--- src/design/wemi_pkg.sv ---
package wemi_pkg;
  // Strap codes for input clock source
  localparam logic [1:0] STRAP_EXT = 2'h0;
  localparam logic [1:0] STRAP_CPU4 = 2'h1;
  localparam logic [1:0] STRAP_CPU6 = 2'h2;
  // Processor clock dividers (full and half periods in clk cycles)
  localparam int CPU4_DIV = 4;
  localparam int CPU6_DIV = 6;
  localparam logic [2:0] CPU4_HALF = 3'h2;
  localparam logic [2:0] CPU6_HALF = 3'h3;
  // Output divider codes
  localparam logic [1:0] DIV_BY1 = 2'h0;
  localparam logic [1:0] DIV_BY2 = 2'h1;
  localparam logic [1:0] DIV_BY4 = 2'h2;
  // Memory types of a space
  localparam logic [1:0] MEM_ASYNC = 2'h0;
  localparam logic [1:0] MEM_SDRAM = 2'h1;
  localparam logic [1:0] MEM_SYNC = 2'h2;
  // Register byte offsets
  localparam logic [3:0] REG_CLK_CTRL = 4'h0;
  localparam logic [3:0] REG_MEM_CTRL = 4'h4;
  localparam logic [3:0] REG_STATUS = 4'h8;
  // Field positions
  localparam int CLK_DIV_LSB = 0;
  localparam int MEM_TYPE_LSB = 0;
  localparam int READ_EN_SEL_BIT = 2;
  localparam int CKE_SW_BIT = 3;
  localparam int SDRAM_PRESENT_BIT = 4;
  localparam int SELF_REFRESH_BIT = 5;
  localparam int ST_STRAP_LSB = 0;
  localparam int ST_HOLD_ACK_BIT = 2;
  localparam int ST_HOLD_REQ_BIT = 3;
  localparam int ST_BUSY_BIT = 4;
  // Reset values
  localparam logic [1:0] CLK_DIV_RST = 2'h0;
  localparam logic [5:0] MEM_CTRL_RST = 6'h18;
  // Access length on the shared strobes, in clk cycles
  localparam logic [3:0] ACCESS_LEN = 4'h4;
  typedef enum logic [1:0] {
    WEMI_IDLE = 2'b00,
    WEMI_ACCESS = 2'b01,
    WEMI_HOLD_WAIT = 2'b11,
    WEMI_HELD = 2'b10
  } wemi_arb_e;
endpackage

--- src/design/wemi_clk_if.sv ---
`timescale 1ns/1ps
interface wemi_clk_if;
  logic [1:0] div_sel;
  logic clk_src_tick;
  logic clk_full;
  logic clk_div;
  modport ctrl (output div_sel, input clk_src_tick, input clk_full, input clk_div);
  modport gen (input div_sel, output clk_src_tick, output clk_full, output clk_div);
endinterface

--- src/design/wemi_clk_gen.sv ---
`timescale 1ns/1ps
module wemi_clk_gen (
  input wire logic clk,
  input wire logic rst,
  input wire logic [1:0] strap_q,
  input wire logic ext_clk_s,
  wemi_clk_if.gen cif
);
  logic [2:0] pre_cnt_q;
  logic src_q;
  logic src_prev_q;
  logic [1:0] div_cnt_q;
  logic full_q;
  logic div_q;
  logic [2:0] half;
  logic src;
  logic rise;

  assign half = (strap_q == wemi_pkg::STRAP_CPU6) ? wemi_pkg::CPU6_HALF : wemi_pkg::CPU4_HALF;

  // Processor clock divided by four or six
  always_ff @(posedge clk or posedge rst) begin
    if (rst) begin
      pre_cnt_q <= 3'h0;
      src_q <= 1'b0;
    end else if (pre_cnt_q == half - 3'h1) begin
      pre_cnt_q <= 3'h0;
      src_q <= ~src_q;
    end else begin
      pre_cnt_q <= pre_cnt_q + 3'h1;
    end
  end

  // External pin is the default source
  assign src = (strap_q == wemi_pkg::STRAP_CPU4 || strap_q == wemi_pkg::STRAP_CPU6) ?
               src_q : ext_clk_s;

  always_ff @(posedge clk or posedge rst) begin
    if (rst) src_prev_q <= 1'b0;
    else src_prev_q <= src;
  end
  assign rise = src & ~src_prev_q;
  assign cif.clk_src_tick = rise;

  // Full-rate copy of the selected source
  always_ff @(posedge clk or posedge rst) begin
    if (rst) full_q <= 1'b0;
    else full_q <= src;
  end
  assign cif.clk_full = full_q;

  // Divider counts source edges; by-1 just follows the source
  always_ff @(posedge clk or posedge rst) begin
    if (rst) begin
      div_cnt_q <= 2'h0;
      div_q <= 1'b0;
    end else begin
      if (rise) div_cnt_q <= div_cnt_q + 2'h1;
      unique case (cif.div_sel)
        wemi_pkg::DIV_BY2: if (rise) div_q <= ~div_q;
        wemi_pkg::DIV_BY4: if (rise && div_cnt_q[0]) div_q <= ~div_q;
        default: div_q <= src;
      endcase
    end
  end
  assign cif.clk_div = div_q;
endmodule

--- src/design/wemi_top.sv ---
// The implementer's own choices: the Wishbone slave port and the placing of the registers.
`timescale 1ns/1ps
module wemi_top (
  input wire logic clk,
  input wire logic rst,
  input wire logic wb_cyc_i,
  input wire logic wb_stb_i,
  input wire logic wb_we_i,
  input wire logic [3:0] wb_adr_i,
  input wire logic [3:0] wb_sel_i,
  input wire logic [31:0] wb_dat_i,
  output logic [31:0] wb_dat_o,
  output logic wb_ack_o,
  input wire logic [1:0] clk_src_strap_pins,
  input wire logic ext_if_clk_in,
  input wire logic acc_req,
  input wire logic acc_write,
  output logic acc_done,
  output logic ext_if_clk_out_full,
  output logic ext_if_clk_out_div,
  output logic strobe_rd_o,
  output logic strobe_rd_oe,
  output logic strobe_oe_o,
  output logic strobe_oe_oe,
  output logic strobe_we_o,
  output logic strobe_we_oe,
  output logic sdram_clk_en,
  output logic sdram_clk_en_oe,
  input wire logic bus_hold_req,
  output logic bus_hold_ack,
  output logic pending_access_req
);
  // ------------------------------------------------------------
  // Pin synchronisers
  // ------------------------------------------------------------
  logic [1:0] strap_m_q;
  logic [1:0] strap_s_q;
  logic [1:0] strap_q;
  logic strap_done_q;
  logic ext_m_q;
  logic ext_s_q;
  logic hold_m_q;
  logic hold_s_q;

  always_ff @(posedge clk or posedge rst) begin
    if (rst) begin
      strap_m_q <= 2'h0;
      strap_s_q <= 2'h0;
      ext_m_q <= 1'b0;
      ext_s_q <= 1'b0;
      hold_m_q <= 1'b0;
      hold_s_q <= 1'b0;
    end else begin
      strap_m_q <= clk_src_strap_pins;
      strap_s_q <= strap_m_q;
      ext_m_q <= ext_if_clk_in;
      ext_s_q <= ext_m_q;
      hold_m_q <= bus_hold_req;
      hold_s_q <= hold_m_q;
    end
  end

  // Straps caught once after release; later pin changes are ignored
  logic [1:0] strap_wait_q;
  always_ff @(posedge clk or posedge rst) begin
    if (rst) begin
      strap_q <= wemi_pkg::STRAP_EXT;
      strap_done_q <= 1'b0;
      strap_wait_q <= 2'h0;
    end else if (!strap_done_q) begin
      strap_wait_q <= strap_wait_q + 2'h1;
      if (strap_wait_q == 2'h2) begin
        strap_q <= strap_s_q;
        strap_done_q <= 1'b1;
      end
    end
  end

  // ------------------------------------------------------------
  // Registers
  // ------------------------------------------------------------
  logic [1:0] clk_div_q;
  logic [5:0] mem_ctrl_q;
  logic ack_q;
  logic [31:0] rdat_q;
  logic [31:0] status;
  logic wb_req;
  wemi_pkg::wemi_arb_e arb_q;

  assign wb_req = wb_cyc_i & wb_stb_i & ~ack_q;

  always_ff @(posedge clk or posedge rst) begin
    if (rst) begin
      clk_div_q <= wemi_pkg::CLK_DIV_RST;
      mem_ctrl_q <= wemi_pkg::MEM_CTRL_RST;
    end else if (wb_req && wb_we_i && wb_sel_i[0]) begin
      if (wb_adr_i == wemi_pkg::REG_CLK_CTRL) begin
        clk_div_q <= wb_dat_i[wemi_pkg::CLK_DIV_LSB +: 2];
      end
      if (wb_adr_i == wemi_pkg::REG_MEM_CTRL) begin
        mem_ctrl_q <= wb_dat_i[5:0];
      end
    end
  end

  always_comb begin
    status = 32'h0;
    status[wemi_pkg::ST_STRAP_LSB +: 2] = strap_q;
    status[wemi_pkg::ST_HOLD_ACK_BIT] = (arb_q == wemi_pkg::WEMI_HELD);
    status[wemi_pkg::ST_HOLD_REQ_BIT] = hold_s_q;
    status[wemi_pkg::ST_BUSY_BIT] = (arb_q == wemi_pkg::WEMI_ACCESS);
  end

  // One wait-free answer per request; unmapped reads give zero
  always_ff @(posedge clk or posedge rst) begin
    if (rst) begin
      ack_q <= 1'b0;
      rdat_q <= 32'h0;
    end else begin
      ack_q <= wb_req;
      if (wb_req && !wb_we_i) begin
        unique case (wb_adr_i)
          wemi_pkg::REG_CLK_CTRL: rdat_q <= {30'h0, clk_div_q};
          wemi_pkg::REG_MEM_CTRL: rdat_q <= {26'h0, mem_ctrl_q};
          wemi_pkg::REG_STATUS: rdat_q <= status;
          default: rdat_q <= 32'h0;
        endcase
      end
    end
  end
  assign wb_ack_o = ack_q;
  assign wb_dat_o = rdat_q;

  // ------------------------------------------------------------
  // Clock generation
  // ------------------------------------------------------------
  wemi_clk_if cif ();
  assign cif.div_sel = clk_div_q;

  wemi_clk_gen u_clk_gen (
    .clk(clk),
    .rst(rst),
    .strap_q(strap_q),
    .ext_clk_s(ext_s_q),
    .cif(cif)
  );

  always_ff @(posedge clk or posedge rst) begin
    if (rst) begin
      ext_if_clk_out_full <= 1'b0;
      ext_if_clk_out_div <= 1'b0;
    end else begin
      ext_if_clk_out_full <= cif.clk_full;
      ext_if_clk_out_div <= cif.clk_div;
    end
  end

  // ------------------------------------------------------------
  // Access and arbitration
  // ------------------------------------------------------------
  logic [3:0] acc_cnt_q;
  logic acc_wr_q;
  logic pend_q;
  logic [1:0] mem_type;
  logic rd_sel;

  assign mem_type = mem_ctrl_q[wemi_pkg::MEM_TYPE_LSB +: 2];
  assign rd_sel = mem_ctrl_q[wemi_pkg::READ_EN_SEL_BIT];

  // Request waits while held, so it stays pending
  // A request in the cycle an access starts must not be lost, so set wins
  always_ff @(posedge clk or posedge rst) begin
    if (rst) pend_q <= 1'b0;
    else if (acc_req) pend_q <= 1'b1;
    else if (arb_q == wemi_pkg::WEMI_IDLE && pend_q && !hold_s_q) pend_q <= 1'b0;
  end

  // Hold has priority only between accesses; a running one finishes first
  always_ff @(posedge clk or posedge rst) begin
    if (rst) begin
      arb_q <= wemi_pkg::WEMI_IDLE;
      acc_cnt_q <= 4'h0;
      acc_wr_q <= 1'b0;
    end else begin
      unique case (arb_q)
        wemi_pkg::WEMI_IDLE: begin
          if (hold_s_q) begin
            arb_q <= wemi_pkg::WEMI_HOLD_WAIT;
          end else if (pend_q) begin
            arb_q <= wemi_pkg::WEMI_ACCESS;
            acc_cnt_q <= wemi_pkg::ACCESS_LEN;
            acc_wr_q <= acc_write;
          end
        end
        wemi_pkg::WEMI_ACCESS: begin
          acc_cnt_q <= acc_cnt_q - 4'h1;
          if (acc_cnt_q == 4'h1) arb_q <= wemi_pkg::WEMI_IDLE;
        end
        wemi_pkg::WEMI_HOLD_WAIT: begin
          // Outputs float one cycle before acknowledge
          arb_q <= hold_s_q ? wemi_pkg::WEMI_HELD : wemi_pkg::WEMI_IDLE;
        end
        wemi_pkg::WEMI_HELD: begin
          if (!hold_s_q) arb_q <= wemi_pkg::WEMI_IDLE;
        end
      endcase
    end
  end

  logic active;
  logic drive;
  assign active = (arb_q == wemi_pkg::WEMI_ACCESS);
  assign drive = (arb_q == wemi_pkg::WEMI_IDLE) || active;

  // Strobes active low; idle high while driven
  always_ff @(posedge clk or posedge rst) begin
    if (rst) begin
      strobe_rd_o <= 1'b1;
      strobe_oe_o <= 1'b1;
      strobe_we_o <= 1'b1;
      strobe_rd_oe <= 1'b0;
      strobe_oe_oe <= 1'b0;
      strobe_we_oe <= 1'b0;
      acc_done <= 1'b0;
    end else begin
      strobe_rd_o <= 1'b1;
      strobe_oe_o <= 1'b1;
      strobe_we_o <= 1'b1;
      strobe_rd_oe <= drive;
      strobe_oe_oe <= drive;
      strobe_we_oe <= drive;
      acc_done <= active && acc_cnt_q == 4'h1;
      if (active) begin
        unique case (mem_type)
          wemi_pkg::MEM_SDRAM: begin
            // Row strobe opens, column strobe on last cycle
            strobe_oe_o <= (acc_cnt_q != wemi_pkg::ACCESS_LEN);
            strobe_rd_o <= (acc_cnt_q != 4'h1);
            strobe_we_o <= ~(acc_wr_q && acc_cnt_q == 4'h1);
          end
          wemi_pkg::MEM_SYNC: begin
            if (rd_sel) strobe_rd_o <= acc_wr_q;
            else strobe_rd_o <= (acc_cnt_q != wemi_pkg::ACCESS_LEN);
            strobe_oe_o <= acc_wr_q;
            strobe_we_o <= ~acc_wr_q;
          end
          default: begin
            strobe_rd_o <= acc_wr_q;
            strobe_oe_o <= acc_wr_q;
            strobe_we_o <= ~acc_wr_q;
          end
        endcase
      end
    end
  end

  // Clock enable: self-refresh or general output, floated with the strobes during hold
  always_ff @(posedge clk or posedge rst) begin
    if (rst) begin
      sdram_clk_en <= 1'b1;
      sdram_clk_en_oe <= 1'b1;
      bus_hold_ack <= 1'b0;
      pending_access_req <= 1'b0;
    end else begin
      if (mem_ctrl_q[wemi_pkg::SDRAM_PRESENT_BIT]) begin
        sdram_clk_en <= ~mem_ctrl_q[wemi_pkg::SELF_REFRESH_BIT];
      end else begin
        sdram_clk_en <= mem_ctrl_q[wemi_pkg::CKE_SW_BIT];
      end
      sdram_clk_en_oe <= drive;
      bus_hold_ack <= (arb_q == wemi_pkg::WEMI_HELD) && hold_s_q;
      pending_access_req <= pend_q || active;
    end
  end
endmodule

--- config.mk ---
export PLATFORM = sky130hd
export DESIGN_NAME = wemi_top
export DESIGN_NICKNAME = d
export VERILOG_FILES = /design/src/design/wemi_pkg.sv /design/src/design/wemi_clk_if.sv /design/src/design/wemi_clk_gen.sv /design/src/design/wemi_top.sv
export SDC_FILE = /design/constraint.sdc
export NUM_CORES = 1
export LEC_CHECK = 0
export ABC_AREA = 1
export BUFFER_PORTS_ARGS = -buffer_cell sky130_fd_sc_hd__buf_2
export CAP_MARGIN = 0
export CORE_ASPECT_RATIO = 1.25
export CORE_MARGIN = 2
export CORE_UTILIZATION = 49
export DETAILED_ROUTE_END_ITERATION = 10
export PLACE_DENSITY_LB_ADDON = 0.08
export SKIP_CTS_REPAIR_TIMING = 1
export SLEW_MARGIN = 15
export SYNTH_ARGS = -nofsm -noshare
export SYNTH_HDL_FRONTEND = slang
export SYNTH_SLANG_ARGS = --single-unit
--- constraint.sdc ---
create_clock -name clk -period 2.3 [get_ports clk]
set_clock_uncertainty 0.1 [all_clocks]
set_input_delay 0.46 -clock clk [delete_from_list [all_inputs] [get_ports clk]]
set_output_delay 0.46 -clock clk [all_outputs]
set_load 0.03 [all_outputs]
==> flow_summary.ini <==
[cells_and_area]
final_net_count = 375
antenna_cells_inserted = 0
layout.cells.non_filler = 378
final_common_cell = sky130_fd_sc_hd__nand2_1
postLayoutCellArea_sq_um = 2830
drive_above_1_share_pct = 23.4
syn2layout_area_growth_pct = 10.9
layout_common_cells = 69 x sky130_fd_sc_hd__nand2_1, 47 x sky130_fd_sc_hd__dfrtp_1, 41 x sky130_fd_sc_hd__buf_2
fillCellCount = 483

[hold_path]
worst_hold_path_type = in2reg

[routing]
wl_per_cell_um = 10.5
drt_iter0_markers = 106
detail_route.wirelength_mm = 3.95
detailroute.via_count = 1713
vias_per_cell = 4.53
remaining_drc_errors = 0
first_pass_iters = 4
final_antenna_net_count = 0

[synthesis]
post_synth_num_cell_types = 28
synthesis.area_per_instance_sq_um = 9.46
yosysWarnings = 0
netlist_area_sq_um = 2550
netlist_instances = 270
synth-seq-area-share_pct = 53.3
synth_seq_cells = 54

[critical_path]
crit_fanout = 1
endpoint_kind = output pin
critPathKind = reg2out
cp_data_required_time_ps = 1740
crit_slowest_cell = sky130_fd_sc_hd__dfstp_2
critPathTopFamily = flip-flops
worstPathBufferInverterCount = 1
critical_path.max_stage_delay_ps = 530
worstPathCellList = buf_2
crit_path_start_kind = register
worst-endpoint-arrival_ps = 1010

[grt]
first_global_vias = 1591
antenna_found_initial = 0
grt_max_degree = 55
global_route_wire_length_before_repair_mm = 6.93
grt_usage_pct = 15.9
gr-total-overflow = 0

[floorplanning]
initial_utilization_pct = 50.6
std_cell_rows = 29
design.die.area_sq_um = 5810
fp.dieW_um = 68.6
core_region_area_sq_um = 5040
die_height_um = 84.7
io_pins = 97

[clock_network]
cts_root_buffer = sky130_fd_sc_hd__clkbuf_8
tritoncts = built
cts-root-to-sink-buffers = 2
clk-insertion-delay-late_ps = 300
cts_num_sinks = 54
numCtsBuffers = 5
cts-htree-levels = 2
clk_pin_slew_ps = 90

[timing]
min_period_ps = 1570
whs_ps = 161
rsz0062_at_grt = no
fin_setup_tns_ps = 0
timing.final.crit_share_pct = 68.0
final-max-slew-violation-count = 0
worst_pin_slew_ps = 655
timing.max_slew.rel_slack_pct = 56.3
finalHoldViolCount = 0
setup_viol_count_final = 0
achievable-frequency_mhz = 639

[placement]
placement.cell_area_sq_um = 2720
place.port_buffers = 41
finalWeightedCongestion = 0.767
hpwlAfterDp_mm = 2.95
dp.cells = 370

[flow_run]
drv.max_cap_violation_count = 0

[power_and_ir_drop]
power_density_nw_per_um2 = 947
vdd_ir_drop_max_mv = 0.614
power_leakage_nw = 1.55

[run_status]
result_of_the_run = finished clean
## logic make-up (layout without fill, tap and decap cells)
logic type,count (synthesis),after routing,share of synthesized area [%]
flops,54,54,53.3
simple gates,123,123,23.2
compound gates,18,18,3.92
buf+inv,60,81,13.2
mux,1,1,0.441
fa+ha+maj,9,9,4.41
xor+xnor,4,4,1.37
other cells,1,26,0.147
## through the flow
stage,power [mW],setup WS (ps),utilization [%]
floorplan,1.93,437,-
global route,2.88,688,56.2
global placement,2.06,766,53.9
detailed placement,2.07,759,53.9
CTS,2.72,715,56.2
finish,2.68,735,56.2
## final cells by class
| cell class | count | area (sq um) | share of cell area (%) |
|---|---|---|---|
| Clock buffer | 7 | 86.3 | 3.05 |
| Clock inverter | 1 | 30.0 | 1.06 |
| Multi-Input combinational cell | 181 | 950 | 33.5 |
| Inverter | 31 | 116 | 4.11 |
| Sequential cell | 54 | 1360 | 48.0 |
| Tap cell | 62 | 77.6 | 2.74 |
| Timing Repair Buffer | 42 | 213 | 7.51 |
## sequential cells by signal, summed over array words and instances, names as in the netlist, 2 cells and up
name,count
acc_cnt_q,4
arb_q,2
cif.div_sel,2
mem_ctrl_q,6
strap_m_q,2
strap_q,2
strap_s_q,2
strap_wait_q,2
u_clk_gen.pre_cnt_q,3
wb_dat_o,6
## synthesized netlist by cell type
| library cell | n | area (sq um) |
|---|---|---|
| sky130_fd_sc_hd__nor2_2 | 2 | 12.5 |
| sky130_fd_sc_hd__buf_6 | 1 | 11.3 |
| sky130_fd_sc_hd__nor2_8 | 2 | 40.0 |
| sky130_fd_sc_hd__conb_1 | 1 | 3.75 |
| sky130_fd_sc_hd__inv_2 | 4 | 15.0 |
| sky130_fd_sc_hd__nand2_1 | 69 | 259 |
| sky130_fd_sc_hd__o211ai_1 | 1 | 7.51 |
| sky130_fd_sc_hd__o22ai_1 | 2 | 12.5 |
| sky130_fd_sc_hd__nand3_1 | 22 | 110 |
| sky130_fd_sc_hd__nand4_1 | 9 | 56.3 |
| sky130_fd_sc_hd__dfrtp_1 | 47 | 1180 |
| sky130_fd_sc_hd__ha_1 | 9 | 113 |
| sky130_fd_sc_hd__o21ai_1 | 3 | 15.0 |
| sky130_fd_sc_hd__nor2_4 | 2 | 22.5 |
| sky130_fd_sc_hd__xor2_1 | 2 | 17.5 |
| sky130_fd_sc_hd__o21bai_1 | 1 | 7.51 |
| sky130_fd_sc_hd__o21ai_0 | 4 | 20.0 |
| sky130_fd_sc_hd__a21oi_1 | 6 | 30.0 |
| sky130_fd_sc_hd__a21o_1 | 1 | 7.51 |
| sky130_fd_sc_hd__mux2_2 | 1 | 11.3 |
| sky130_fd_sc_hd__buf_4 | 28 | 210 |
| sky130_fd_sc_hd__nor2_1 | 11 | 41.3 |
| sky130_fd_sc_hd__nand3_2 | 1 | 10.0 |
| sky130_fd_sc_hd__xnor2_1 | 2 | 17.5 |
| sky130_fd_sc_hd__or2_2 | 3 | 18.8 |
| sky130_fd_sc_hd__nand2_4 | 2 | 22.5 |
| sky130_fd_sc_hd__inv_1 | 27 | 101 |
| sky130_fd_sc_hd__dfstp_2 | 7 | 184 |
## path summary, 6_finish.rpt
| check | startpoint | to | slack [ps] | cells after the start |
|---|---|---|---|---|
| min reg2reg | strap_m_q[1] | strap_s_q[1] | 250 | 0 |
| min in group asynchronous | rst | u_clk_gen.pre_cnt_q[1] | 210 | 3 |
| max reg2reg | strap_q[0] | u_clk_gen.cif.clk_div | 880 | 9 |
| max in group asynchronous | rst | wb_dat_o[2] | 1440 | 3 |
| max | strobe_rd_o | strobe_rd_o | 730 | 1 |
| min | bus_hold_req | hold_m_q | 160 | 1 |
## power by group
group | internal (mW) | total [mW] | switching, mW
clock | 0.355 | 0.636 | 0.281
combinational | 0.240 | 0.796 | 0.556
sequential | 1.16 | 1.25 | 0.0918
total | 1.76 | 2.68 | 0.928
## per-layer routing
layer	share of wire, %	track usage (%)	vias to the layer above	wire length [um]
li1	-	-	890	-
met1	45	20.7	777	1780
met2	48	25.0	42	1910
met3	5.3	4.02	4	208
met4	1.3	6.00	0	50
met5	0	0	-	0
(Power assumes the default switching activity.)
